$ cat src/pkg/monitor_config_status_map.vh
// register offsets, field positions, reset values and timing counts of the monitor register bank
`ifndef MONITOR_CONFIG_STATUS_MAP_VH
`define MONITOR_CONFIG_STATUS_MAP_VH

`define CFG_ONE_ADDR 8'h40
`define STATUS_ONE_ADDR 8'h41
`define STATUS_TWO_ADDR 8'h42

`define CFG_ONE_RESET 8'h04
`define STATUS_ONE_RESET 8'h00

`define CFG_START_BIT 0
`define CFG_FREEZE_BIT 1
`define CFG_READY_BIT 2
`define CFG_FULL_SPEED_BIT 3
`define CFG_CPU_POWER_BIT 4
`define CFG_SPINUP_DIS_BIT 5
`define CFG_TIMEOUT_EN_BIT 6

`define ST_SUMMARY_BIT 7

`define FULL_DUTY 8'hFF

`define BUS_TIMEOUT_MS 35
`define CLK_FREQ_KHZ 100000
`define BUS_TIMEOUT_CYCLES (`BUS_TIMEOUT_MS * `CLK_FREQ_KHZ)
`define READY_DELAY_CYCLES 16

`endif

$ cat src/hdl/monitor_config_status_regs.v
// configuration register one and limit fault status register one of the monitor
// How it works
// - start bit set: programmed limits drive fans
// - start bit clear: default limits, monitoring stops
// - clearing start keeps stored programmed limits
// - start bit writable even after freeze
// - freeze bit write-once; locks lockable registers
// - ready flag set once powered up
// - full speed force: max duty, never locked
// - spin-up pulse disable holds drive whole timeout
// - timeout enable releases bus after 35 ms
// - status bit 0 on 2.5 V window fault
// - overtemp pin mode: bit 0 from timer
// - bits 1-3: core, supply, 5 V faults
// - bits 4 and 6: remote temperature faults
// - bit 5: local temperature fault
// - read clears only flags whose fault subsided
// - bit 7 is OR of status two
// - status one resets to zero
// - configuration one reads 0x00 after reset, 0x04 once ready
// - monitoring off drives fans at full duty
`timescale 1ns/1ps
`default_nettype none
`include "monitor_config_status_map.vh"

module monitor_config_status_regs #(
  parameter integer TIMEOUT_CYCLES = `BUS_TIMEOUT_CYCLES,
  parameter integer READY_CYCLES = `READY_DELAY_CYCLES
) (
  input wire clk,
  input wire reset,
  // register port from the serial bus engine
  input wire [7:0] regAddr,
  input wire [7:0] regWrData,
  input wire regWrite,
  input wire regRead,
  output reg [7:0] regRdData,
  // serial bus state for the stall timeout
  input wire inTransaction,
  input wire busActivity,
  output wire busRelease,
  // limit comparator results, level, high while out of window
  input wire faultVin25,
  input wire faultCoreVolt,
  input wire faultSupply,
  input wire faultVin5,
  input wire faultRemote1,
  input wire faultLocal,
  input wire faultRemote2,
  // pin 22 used as overtemperature signal, and its timer over limit
  input wire overtempPinMode,
  input wire overtempTimerOver,
  // second status register contents
  input wire [7:0] statusTwo,
  // power-up done from the analog front end
  input wire powerGood,
  // fan control steering
  output wire monitorEnable,
  output wire useProgrammedLimits,
  output wire forceFullDuty,
  output wire forceMaxProgrammed,
  output wire spinupPulseDisable,
  output wire cpuPowerReport,
  output wire settingsLocked
);

  localparam integer RDY_W = 8;
  localparam integer TMO_W = 26;
  localparam [7:0] CFG_RESET = `CFG_ONE_RESET;

  // power-up sequencer, one-hot
  localparam [2:0] PWR_WAIT = 3'b001;
  localparam [2:0] PWR_SETTLE = 3'b010;
  localparam [2:0] PWR_READY = 3'b100;

  reg [2:0] pwrState_q;
  reg [2:0] pwrState_d;
  reg [RDY_W-1:0] readyCnt_q;
  reg [RDY_W-1:0] readyCnt_d;
  reg ready_q;
  reg startBit_q;
  reg freezeBit_q;
  reg fullSpeedBit_q;
  reg cpuPowerBit_q;
  reg spinupDisBit_q;
  reg timeoutEnBit_q;
  reg [7:0] status_q;
  reg [7:0] status_d;
  reg [7:0] rdMux;
  wire [7:0] cfgBits;
  wire [6:0] faultNow;
  wire cfgWrite;
  wire statusRead;
  wire summaryNow;
  integer i;

  // address compare shared by the write and read decode
  function addrHit;
    input [7:0] addr;
    input [7:0] target;
    begin
      addrHit = (addr == target);
    end
  endfunction

  // lockable field: new data only while settings are not frozen
  function lockField;
    input current;
    input wrBit;
    input frozen;
    begin
      if (frozen)
        lockField = current;
      else
        lockField = wrBit;
    end
  endfunction

  // one limit flag; a fault still present in the read cycle keeps it set
  function flagNext;
    input flag;
    input fault;
    input readNow;
    input running;
    begin
      flagNext = flag;
      if (readNow)
        flagNext = flag & fault;
      if (running)
        flagNext = flagNext | fault;
    end
  endfunction

  // status bit 0 source depends on pin 22 function
  assign faultNow = {faultRemote2, faultLocal, faultRemote1, faultVin5, faultSupply,
    faultCoreVolt, overtempPinMode ? overtempTimerOver : faultVin25};

  assign cfgWrite = regWrite && addrHit(regAddr, `CFG_ONE_ADDR);
  assign statusRead = regRead && addrHit(regAddr, `STATUS_ONE_ADDR);
  assign summaryNow = |statusTwo;

  // ready flag after a short settle once power is good; sticky until reset
  always @*
  begin
    pwrState_d = pwrState_q;
    readyCnt_d = readyCnt_q;
    case (pwrState_q)
      PWR_WAIT:
      begin
        readyCnt_d = {RDY_W{1'b0}};
        if (powerGood)
          pwrState_d = PWR_SETTLE;
      end
      PWR_SETTLE:
      begin
        if (readyCnt_q >= READY_CYCLES[RDY_W-1:0])
          pwrState_d = PWR_READY;
        else
          readyCnt_d = readyCnt_q + {{(RDY_W-1){1'b0}}, 1'b1};
      end
      PWR_READY:
      begin
        pwrState_d = PWR_READY;
      end
      default:
      begin
        pwrState_d = PWR_WAIT;
      end
    endcase
  end

  always @(posedge clk)
  begin
    if (reset)
    begin
      pwrState_q <= PWR_WAIT;
      readyCnt_q <= {RDY_W{1'b0}};
      ready_q <= 1'b0;
    end
    else
    begin
      pwrState_q <= pwrState_d;
      readyCnt_q <= readyCnt_d;
      ready_q <= (pwrState_d == PWR_READY);
    end
  end

  // start bit ignores the freeze; the limits it selects live elsewhere
  always @(posedge clk)
  begin
    if (reset)
      startBit_q <= CFG_RESET[`CFG_START_BIT];
    else if (cfgWrite)
    begin
      startBit_q <= regWrData[`CFG_START_BIT];
    end
  end

  // write-once: only reset (power cycle) clears it
  always @(posedge clk)
  begin
    if (reset)
      freezeBit_q <= CFG_RESET[`CFG_FREEZE_BIT];
    else if (cfgWrite)
    begin
      freezeBit_q <= lockField(freezeBit_q, regWrData[`CFG_FREEZE_BIT], freezeBit_q);
    end
  end

  always @(posedge clk)
  begin
    if (reset)
      fullSpeedBit_q <= CFG_RESET[`CFG_FULL_SPEED_BIT];
    else if (cfgWrite)
    begin
      fullSpeedBit_q <= regWrData[`CFG_FULL_SPEED_BIT];
    end
  end

  always @(posedge clk)
  begin
    if (reset)
      cpuPowerBit_q <= CFG_RESET[`CFG_CPU_POWER_BIT];
    else if (cfgWrite)
    begin
      cpuPowerBit_q <= lockField(cpuPowerBit_q, regWrData[`CFG_CPU_POWER_BIT], freezeBit_q);
    end
  end

  always @(posedge clk)
  begin
    if (reset)
      spinupDisBit_q <= CFG_RESET[`CFG_SPINUP_DIS_BIT];
    else if (cfgWrite)
    begin
      spinupDisBit_q <= lockField(spinupDisBit_q, regWrData[`CFG_SPINUP_DIS_BIT], freezeBit_q);
    end
  end

  always @(posedge clk)
  begin
    if (reset)
      timeoutEnBit_q <= CFG_RESET[`CFG_TIMEOUT_EN_BIT];
    else if (cfgWrite)
    begin
      timeoutEnBit_q <= lockField(timeoutEnBit_q, regWrData[`CFG_TIMEOUT_EN_BIT], freezeBit_q);
    end
  end

  // bit 2 shows the live ready flag, reserved bit 7 reads zero
  assign cfgBits = {1'b0, timeoutEnBit_q, spinupDisBit_q, cpuPowerBit_q, fullSpeedBit_q,
    ready_q, freezeBit_q, startBit_q};

  // status latch: set wins over read clear, read clears only subsided faults
  always @*
  begin
    status_d = status_q;
    for (i = 0; i < 7; i = i + 1)
    begin
      status_d[i] = flagNext(status_q[i], faultNow[i], statusRead, startBit_q);
    end
    status_d[`ST_SUMMARY_BIT] = summaryNow;
  end

  always @(posedge clk)
  begin
    if (reset)
      status_q <= `STATUS_ONE_RESET;
    else
      status_q <= status_d;
  end

  // read shows the flags as they stood before this read's clear
  always @*
  begin
    rdMux = 8'h00;
    case (regAddr)
      `CFG_ONE_ADDR:
      begin
        rdMux = cfgBits;
      end
      `STATUS_ONE_ADDR:
      begin
        rdMux = {summaryNow, status_q[6:0]};
      end
      default:
      begin
        rdMux = 8'h00;
      end
    endcase
  end

  always @(posedge clk)
  begin
    if (reset)
      regRdData <= 8'h00;
    else if (regRead)
      regRdData <= rdMux;
  end

  assign monitorEnable = startBit_q;
  assign useProgrammedLimits = startBit_q;
  // thermal protection when monitoring stopped
  assign forceFullDuty = !startBit_q;
  assign forceMaxProgrammed = fullSpeedBit_q;
  assign spinupPulseDisable = spinupDisBit_q;
  assign cpuPowerReport = cpuPowerBit_q;
  assign settingsLocked = freezeBit_q;

  // stall watchdog; the serial engine lets go of the bus on expiry
  bus_idle_timer #(
    .LIMIT(TIMEOUT_CYCLES),
    .WIDTH(TMO_W)
  ) bus_idle_timer_inst (
    .clk(clk),
    .reset(reset),
    .enable(timeoutEnBit_q),
    .inTransaction(inTransaction),
    .busActivity(busActivity),
    .expired(busRelease)
  );

endmodule // monitor_config_status_regs

`default_nettype wire

$ cat src/hdl/bus_idle_timer.v
// counts cycles of bus inactivity and flags a stalled transaction
`timescale 1ns/1ps
`default_nettype none

module bus_idle_timer #(
  parameter integer LIMIT = 3500000,
  parameter integer WIDTH = 22
) (
  input wire clk,
  input wire reset,
  input wire enable,
  input wire inTransaction,
  input wire busActivity,
  output reg expired
);

  reg [WIDTH-1:0] count_q;

  always @(posedge clk)
  begin
    if (reset || !enable || !inTransaction || busActivity)
    begin
      count_q <= {WIDTH{1'b0}};
      expired <= 1'b0;
    end
    else if (count_q < LIMIT[WIDTH-1:0])
    begin
      count_q <= count_q + {{(WIDTH-1){1'b0}}, 1'b1};
      expired <= 1'b0;
    end
    else
    begin
      // strictly more than the limit of silence
      expired <= 1'b1;
    end
  end

endmodule // bus_idle_timer

`default_nettype wire

$ cat config.mk
export PLATFORM = sky130hd
export DESIGN_NAME = monitor_config_status_regs
export DESIGN_NICKNAME = d
export VERILOG_FILES = /design/src/hdl/monitor_config_status_regs.v /design/src/hdl/bus_idle_timer.v
export VERILOG_INCLUDE_DIRS = /design/src /design/src/pkg
export SDC_FILE = /design/constraint.sdc
export NUM_CORES = 1
export LEC_CHECK = 0
export BUFFER_PORTS_ARGS = -buffer_cell sky130_fd_sc_hd__buf_2
export CAP_MARGIN = 20
export CORE_UTILIZATION = 58
export CTS_CLUSTER_DIAMETER = 200
export DETAILED_ROUTE_END_ITERATION = 7
export PLACE_DENSITY_LB_ADDON = 0.1
export SLEW_MARGIN = 30
export SYNTH_ARGS = -nofsm -noshare
export SYNTH_HDL_FRONTEND = slang
export SYNTH_HIERARCHICAL = 1
export SYNTH_SLANG_ARGS = --single-unit
$ cat constraint.sdc
create_clock -name clk -period 2.8 [get_ports clk]
set_input_delay 0.14 -clock clk [delete_from_list [all_inputs] [get_ports clk]]
set_output_delay 0.14 -clock clk [all_outputs]
set_load 0.01 [all_outputs]
Yosys cells after proc, flatten, opt, wreduce, memory -nomap -nowiden

Cells that the tools add are included.

Register bits after elaboration: 60
Input port bits: 40
Output and inout port bits: 16
Word-level logic and storage cells: 74

Add/subtract/negate cells: 2
$lt $le $gt $ge: 2
Equal/unequal tests: 7
Multiplexer cells: 23
Bitwise gates (word level): 15
Reductions and logical operators: 12

Operator list:

| cell                                                                                | number |
|---|---|
| 8-bit case mux with 2 select lines                                                  | 2 |
| 26-bit by 1-bit adder with 26-bit output, second input constant                     | 1 |
| 26-bit by 22-bit < comparator with 1-bit output, second input constant              | 1 |
| 1-bit 2-to-1 mux                                                                    | 17 |
| 8-bit by 7-bit == test with 1-bit output, second input constant                     | 2 |
| 3-bit case mux with 3 select lines                                                  | 1 |
| 8-bit by 1-bit adder with 8-bit output, second input constant                       | 1 |
| 8-bit by 5-bit greater-or-equal comparator with 1-bit output, second input constant | 1 |
| 8-bit 2-to-1 mux                                                                    | 1 |
| 8-bit OR reduction                                                                  | 1 |
| 1-bit AND                                                                           | 7 |
| 1-bit bitwise OR                                                                    | 7 |
| 3-bit == test, second input constant                                                | 2 |
| 3-bit 2-to-1 mux                                                                    | 2 |
| 2-bit AND reduction                                                                 | 2 |
| 3-bit by 1-bit == test with 1-bit output, second input constant                     | 1 |
| 3-bit by 2-bit == test with 1-bit output, second input constant                     | 1 |
| 1-bit zero test                                                                     | 3 |
| 1-bit logical OR                                                                    | 3 |
| 1-bit logical AND                                                                   | 2 |
| 2-bit inequality test, second input constant                                        | 1 |
| 2-bit nonzero test                                                                  | 1 |
| 1-bit NOT                                                                           | 1 |

Longest topological paths before layout

Word-level depth: 5
Depth in mapped cells: 7
Depth with buffers taken out: 5

By module

Netlist, hierarchy kept.

Modules (own cells, without submodules):

| module                     | times used | cells each | area an instance (um^2) | sequential area each (um^2) |
|---|---|---|---|---|
| monitor_config_status_regs | 1          | 157        | 1430.1                  | 660.6 |
| bus_idle_timer             | 1          | 139        | 1312.5                  | 540.5 |

Least setup slack after synthesis

Ideal clock, no wire load.

Kind: reg2reg
Start point: reg bus_idle_timer_inst.count_q[14]
End point: reg bus_idle_timer_inst.count_q[1]
Library setup time: 0.128 ns
Arrival: 1.620 ns
Required time: 2.672 ns
Path slack: 1.052 ns
Stages on the path, launching flop included: 8
Buffers on the path: 2
Clock period less this slack: 1.748 ns
Cells stage by stage: dfxtp_1 nand2_1 or4_4 buf_6 o21ai_4 buf_6 mux2i_1 nor2_1

Cells in the longest elaborated chain, start to end: 1

RTL lines:

| element                                         | RTL line            | RTL |
|---|---|---|
| start, declared                                 | bus_idle_timer.v:17 | `reg [WIDTH-1:0] count_q;` |
| start signal, assigned                          | bus_idle_timer.v:23 | `count_q <= {WIDTH{1'b0}};` |
| start signal, assigned                          | bus_idle_timer.v:28 | `count_q <= count_q + {{(WIDTH-1){1'b0}}, 1'b1};` |
| 26-bit by 22-bit < comparator with 1-bit output | bus_idle_timer.v:26 | `else if (count_q < LIMIT[WIDTH-1:0])` |

No other way between the ends.
A chain may end at the register's enable or synchronous reset.

Worst setup path after layout

Same ends and word-level chain as after synthesis.

==> metrics.cfg <==
[cts]
cts_hold_buf=0
clockRootBuffer=clkbuf_8
postCtsSetupRepairBufs=0
cts_buffers=9
cts_resized=0
cts_sinks=60
clock_latency_ps=340
cts.path.max_buffers=2
clkTransAtPathRegs_ps=70
cts_tree=yes
htreeDepth=3

[worst_setup_path]
path_cells=nand2_1 > or4_4 > o21ai_4 > mux2i_1 > nor2_1
criticalPathCategory=reg -> reg
cp_slowest_stage_delay_ps=570
cp_max_fo=17
worstSetupPathDepth=5
critPathSlowestCell=or4_4
required_ps=3030
cp_data_arrival_time_ps=2100
reg2reg_depth=5
critPathCaptureType=flop
cp_top_family=simple AND/OR/NAND/NOR gates
critPathBufInv=0
critPathLaunchType=flop

[route]
vias=2365
firstDrtPassIters=7
drcViolationCount=16
antenna_left=0
wl_per_cell_um=13.5
drtIter0Drc=158
vias_per_cell=5.80
wirelength_mm=5.53

[synthesis]
syn-cell-area_sq_um=2740
synth_seq_cells=60
synth_nets=339
synth_cells=296
async_flop_share_pct=0
synth-main-ff-cell=dfxtp_1
avgSynthCellArea_sq_um=9.27
synthDistinctLibCells=55
synth_edf_count=0
yosysSeqAreaShare_pct=43.8
yosysWarnings=6

[placed_design]
dp_hpwl_mm=3.91
place_inst=392
gp_congestion=0.820
placement.io_buffers=53
placed_area_sq_um=3030

[timing]
report.final.setup_viol=0
worst_pin_slew_ps=574
relSlewSlack_pct=61.5
finalCriticalPeriod_ps=1870
final-max-slew-violation-count=0
hold_viol=0
rsz0062_at_grt=false
fmax_ghz=0.535
clock_skew_ps=7.29
setup_tns_ps=0
fin_crit_sh_pct=66.8

[floorplanning]
die_area_sq_um=5010
rows=24
initial_core_util_pct=61.7
die_x_um=70.8
io_pins=56
core-area_sq_um=4440
die_h_um=70.8

[global_route]
grt_overflow_total=0
grt_start_max_net_pins=26
track_usage_pct=24.6
antenna_found_initial=0
grt_pass1_vias=2168
grt_pass1_wl_mm=9.69

[run]
cap_violations=0

[cells_and_area]
design_area_sq_um=3210
drive_gt1_share_pct=23.6
final_cells=408
layout_commonest_cell=dfxtp_1
syn2layout_area_growth_pct=17.1
final_cell_mix=dfxtp_1 (60), buf_2 (53), nand2_1 (27)
fin_nets=394
fill_cells=354
n_antenna_cell=0

[hold_path]
hold_class=in -> reg
worstHoldPathCells=3

[outcome]
violations=design-rule violations
outcome=finished, violations left

[power_and_ir_drop]
powerDensity_nw_per_um2=518
ir_drop_mv=0.474
total_power_mw=1.66
p_leak_nw=1.28

[per-stage QoR]
| step | setup WS (ps) | hold WS, ps | util (%) |
|---|---|---|---|
| after global routing | 762 | 54.9 | 72.3 |
| final | 930 | 33.8 | 72.3 |
| after CTS | 927 | 28.4 | 72.3 |
| after floorplan | 1050 | 281 | - |
| after global placement | 954 | 376 | 68.1 |
| after detailed placement | 941 | 382 | 68.1 |
[power by group]
group | leakage [nW] | switching [mW] | internal [mW]
Clock | 0.0931 | 0.328 | 0.407
Sequential | 0.483 | 0.00317 | 0.856
Combinational | 0.700 | 0.0362 | 0.0326
[Yosys cell counts, types with 3 or more instances]
cell | number | area share [%]
o211ai_1 | 4 | 1.1
xor2_1 | 5 | 1.6
nor3_1 | 6 | 1.1
o21ai_0 | 18 | 3.3
a21oi_1 | 26 | 4.7
clkbuf_1 | 8 | 1.1
nand3_1 | 6 | 1.1
or3_1 | 11 | 2.5
o31ai_1 | 4 | 1.1
nand2b_1 | 4 | 0.91
and3_1 | 3 | 0.68
inv_1 | 6 | 0.82
and4_1 | 3 | 0.96
nor2_1 | 20 | 2.7
nand4_1 | 7 | 1.6
o21ai_1 | 5 | 0.91
dfxtp_1 | 60 | 44
ha_1 | 3 | 1.4
nand2_1 | 27 | 3.7
or4_1 | 6 | 1.6
mux2i_1 | 13 | 4.7
and2_1 | 7 | 1.6
[worst paths after layout]
path                                        start  slack (ps)                        endpoint
setup / recovery  bus_idle_timer_inst/count_q[14]         930  bus_idle_timer_inst/count_q[1]
hold / removal                       regWrData[0]          30                   monitorEnable
setup reg to reg  bus_idle_timer_inst/count_q[14]         930  bus_idle_timer_inst/count_q[1]
hold reg to reg                      regRdData[6]         450                    regRdData[6]
[tightest hold or removal path, delay by kind of cell]
family                 cells  cell delay (ps)
buffers and inverters      1               80
AND/OR/NAND/NOR            1               70
multiplexers               1               50
[layer usage]
metal  GRT usage, %  part of all wire, %
met5              0                    0
met4           13.1                  1.8
met3           5.41                  5.3
met2           38.8                   45
met1           31.6                   48
[state kept, by name, summed over array words and instances, names as in the netlist]
name                         flops
cpuPowerReport                   1
bus_idle_timer_inst/count_q     26
spinupPulseDisable               1
forceMaxProgrammed               1
timeoutEnBit_q                   1
monitorEnable                    1
regRdData                        8
status_q                         7
bus_idle_timer_inst/expired      1
readyCnt_q                       8
settingsLocked                   1
ready_q                          1
pwrState_q                       3
[cell families (layout without fill, tap and decap cells)]
logic type                 count (synthesis)  in the layout  synth area share [%]
AOI/OAI and AO/OA                         75             75                  17.8
xor gates and xnor gates                   6              6                  1.92
adders and majority gates                  3              3                  1.37
buffers and inverters                     17             77                  3.01
DFF                                       60             60                  43.8
muxes                                     13             13                  4.74
and+or+nand+nor                          122            122                  27.3
[final cells by class]
| type | instances | area, sq um | share of cell area [%] |
|---|---|---|---|
| multi-input cells | 219 | 1460 | 45.4 |
| flip-flops and latches | 60 | 1200 | 37.4 |
| repair buffers | 55 | 280 | 8.73 |
| clock buffers | 11 | 131 | 4.09 |
| well taps | 52 | 65.1 | 2.03 |
| clock inverters | 5 | 52.6 | 1.64 |
| inverters | 6 | 22.5 | 0.701 |
Power figures use the tool's default switching activity.
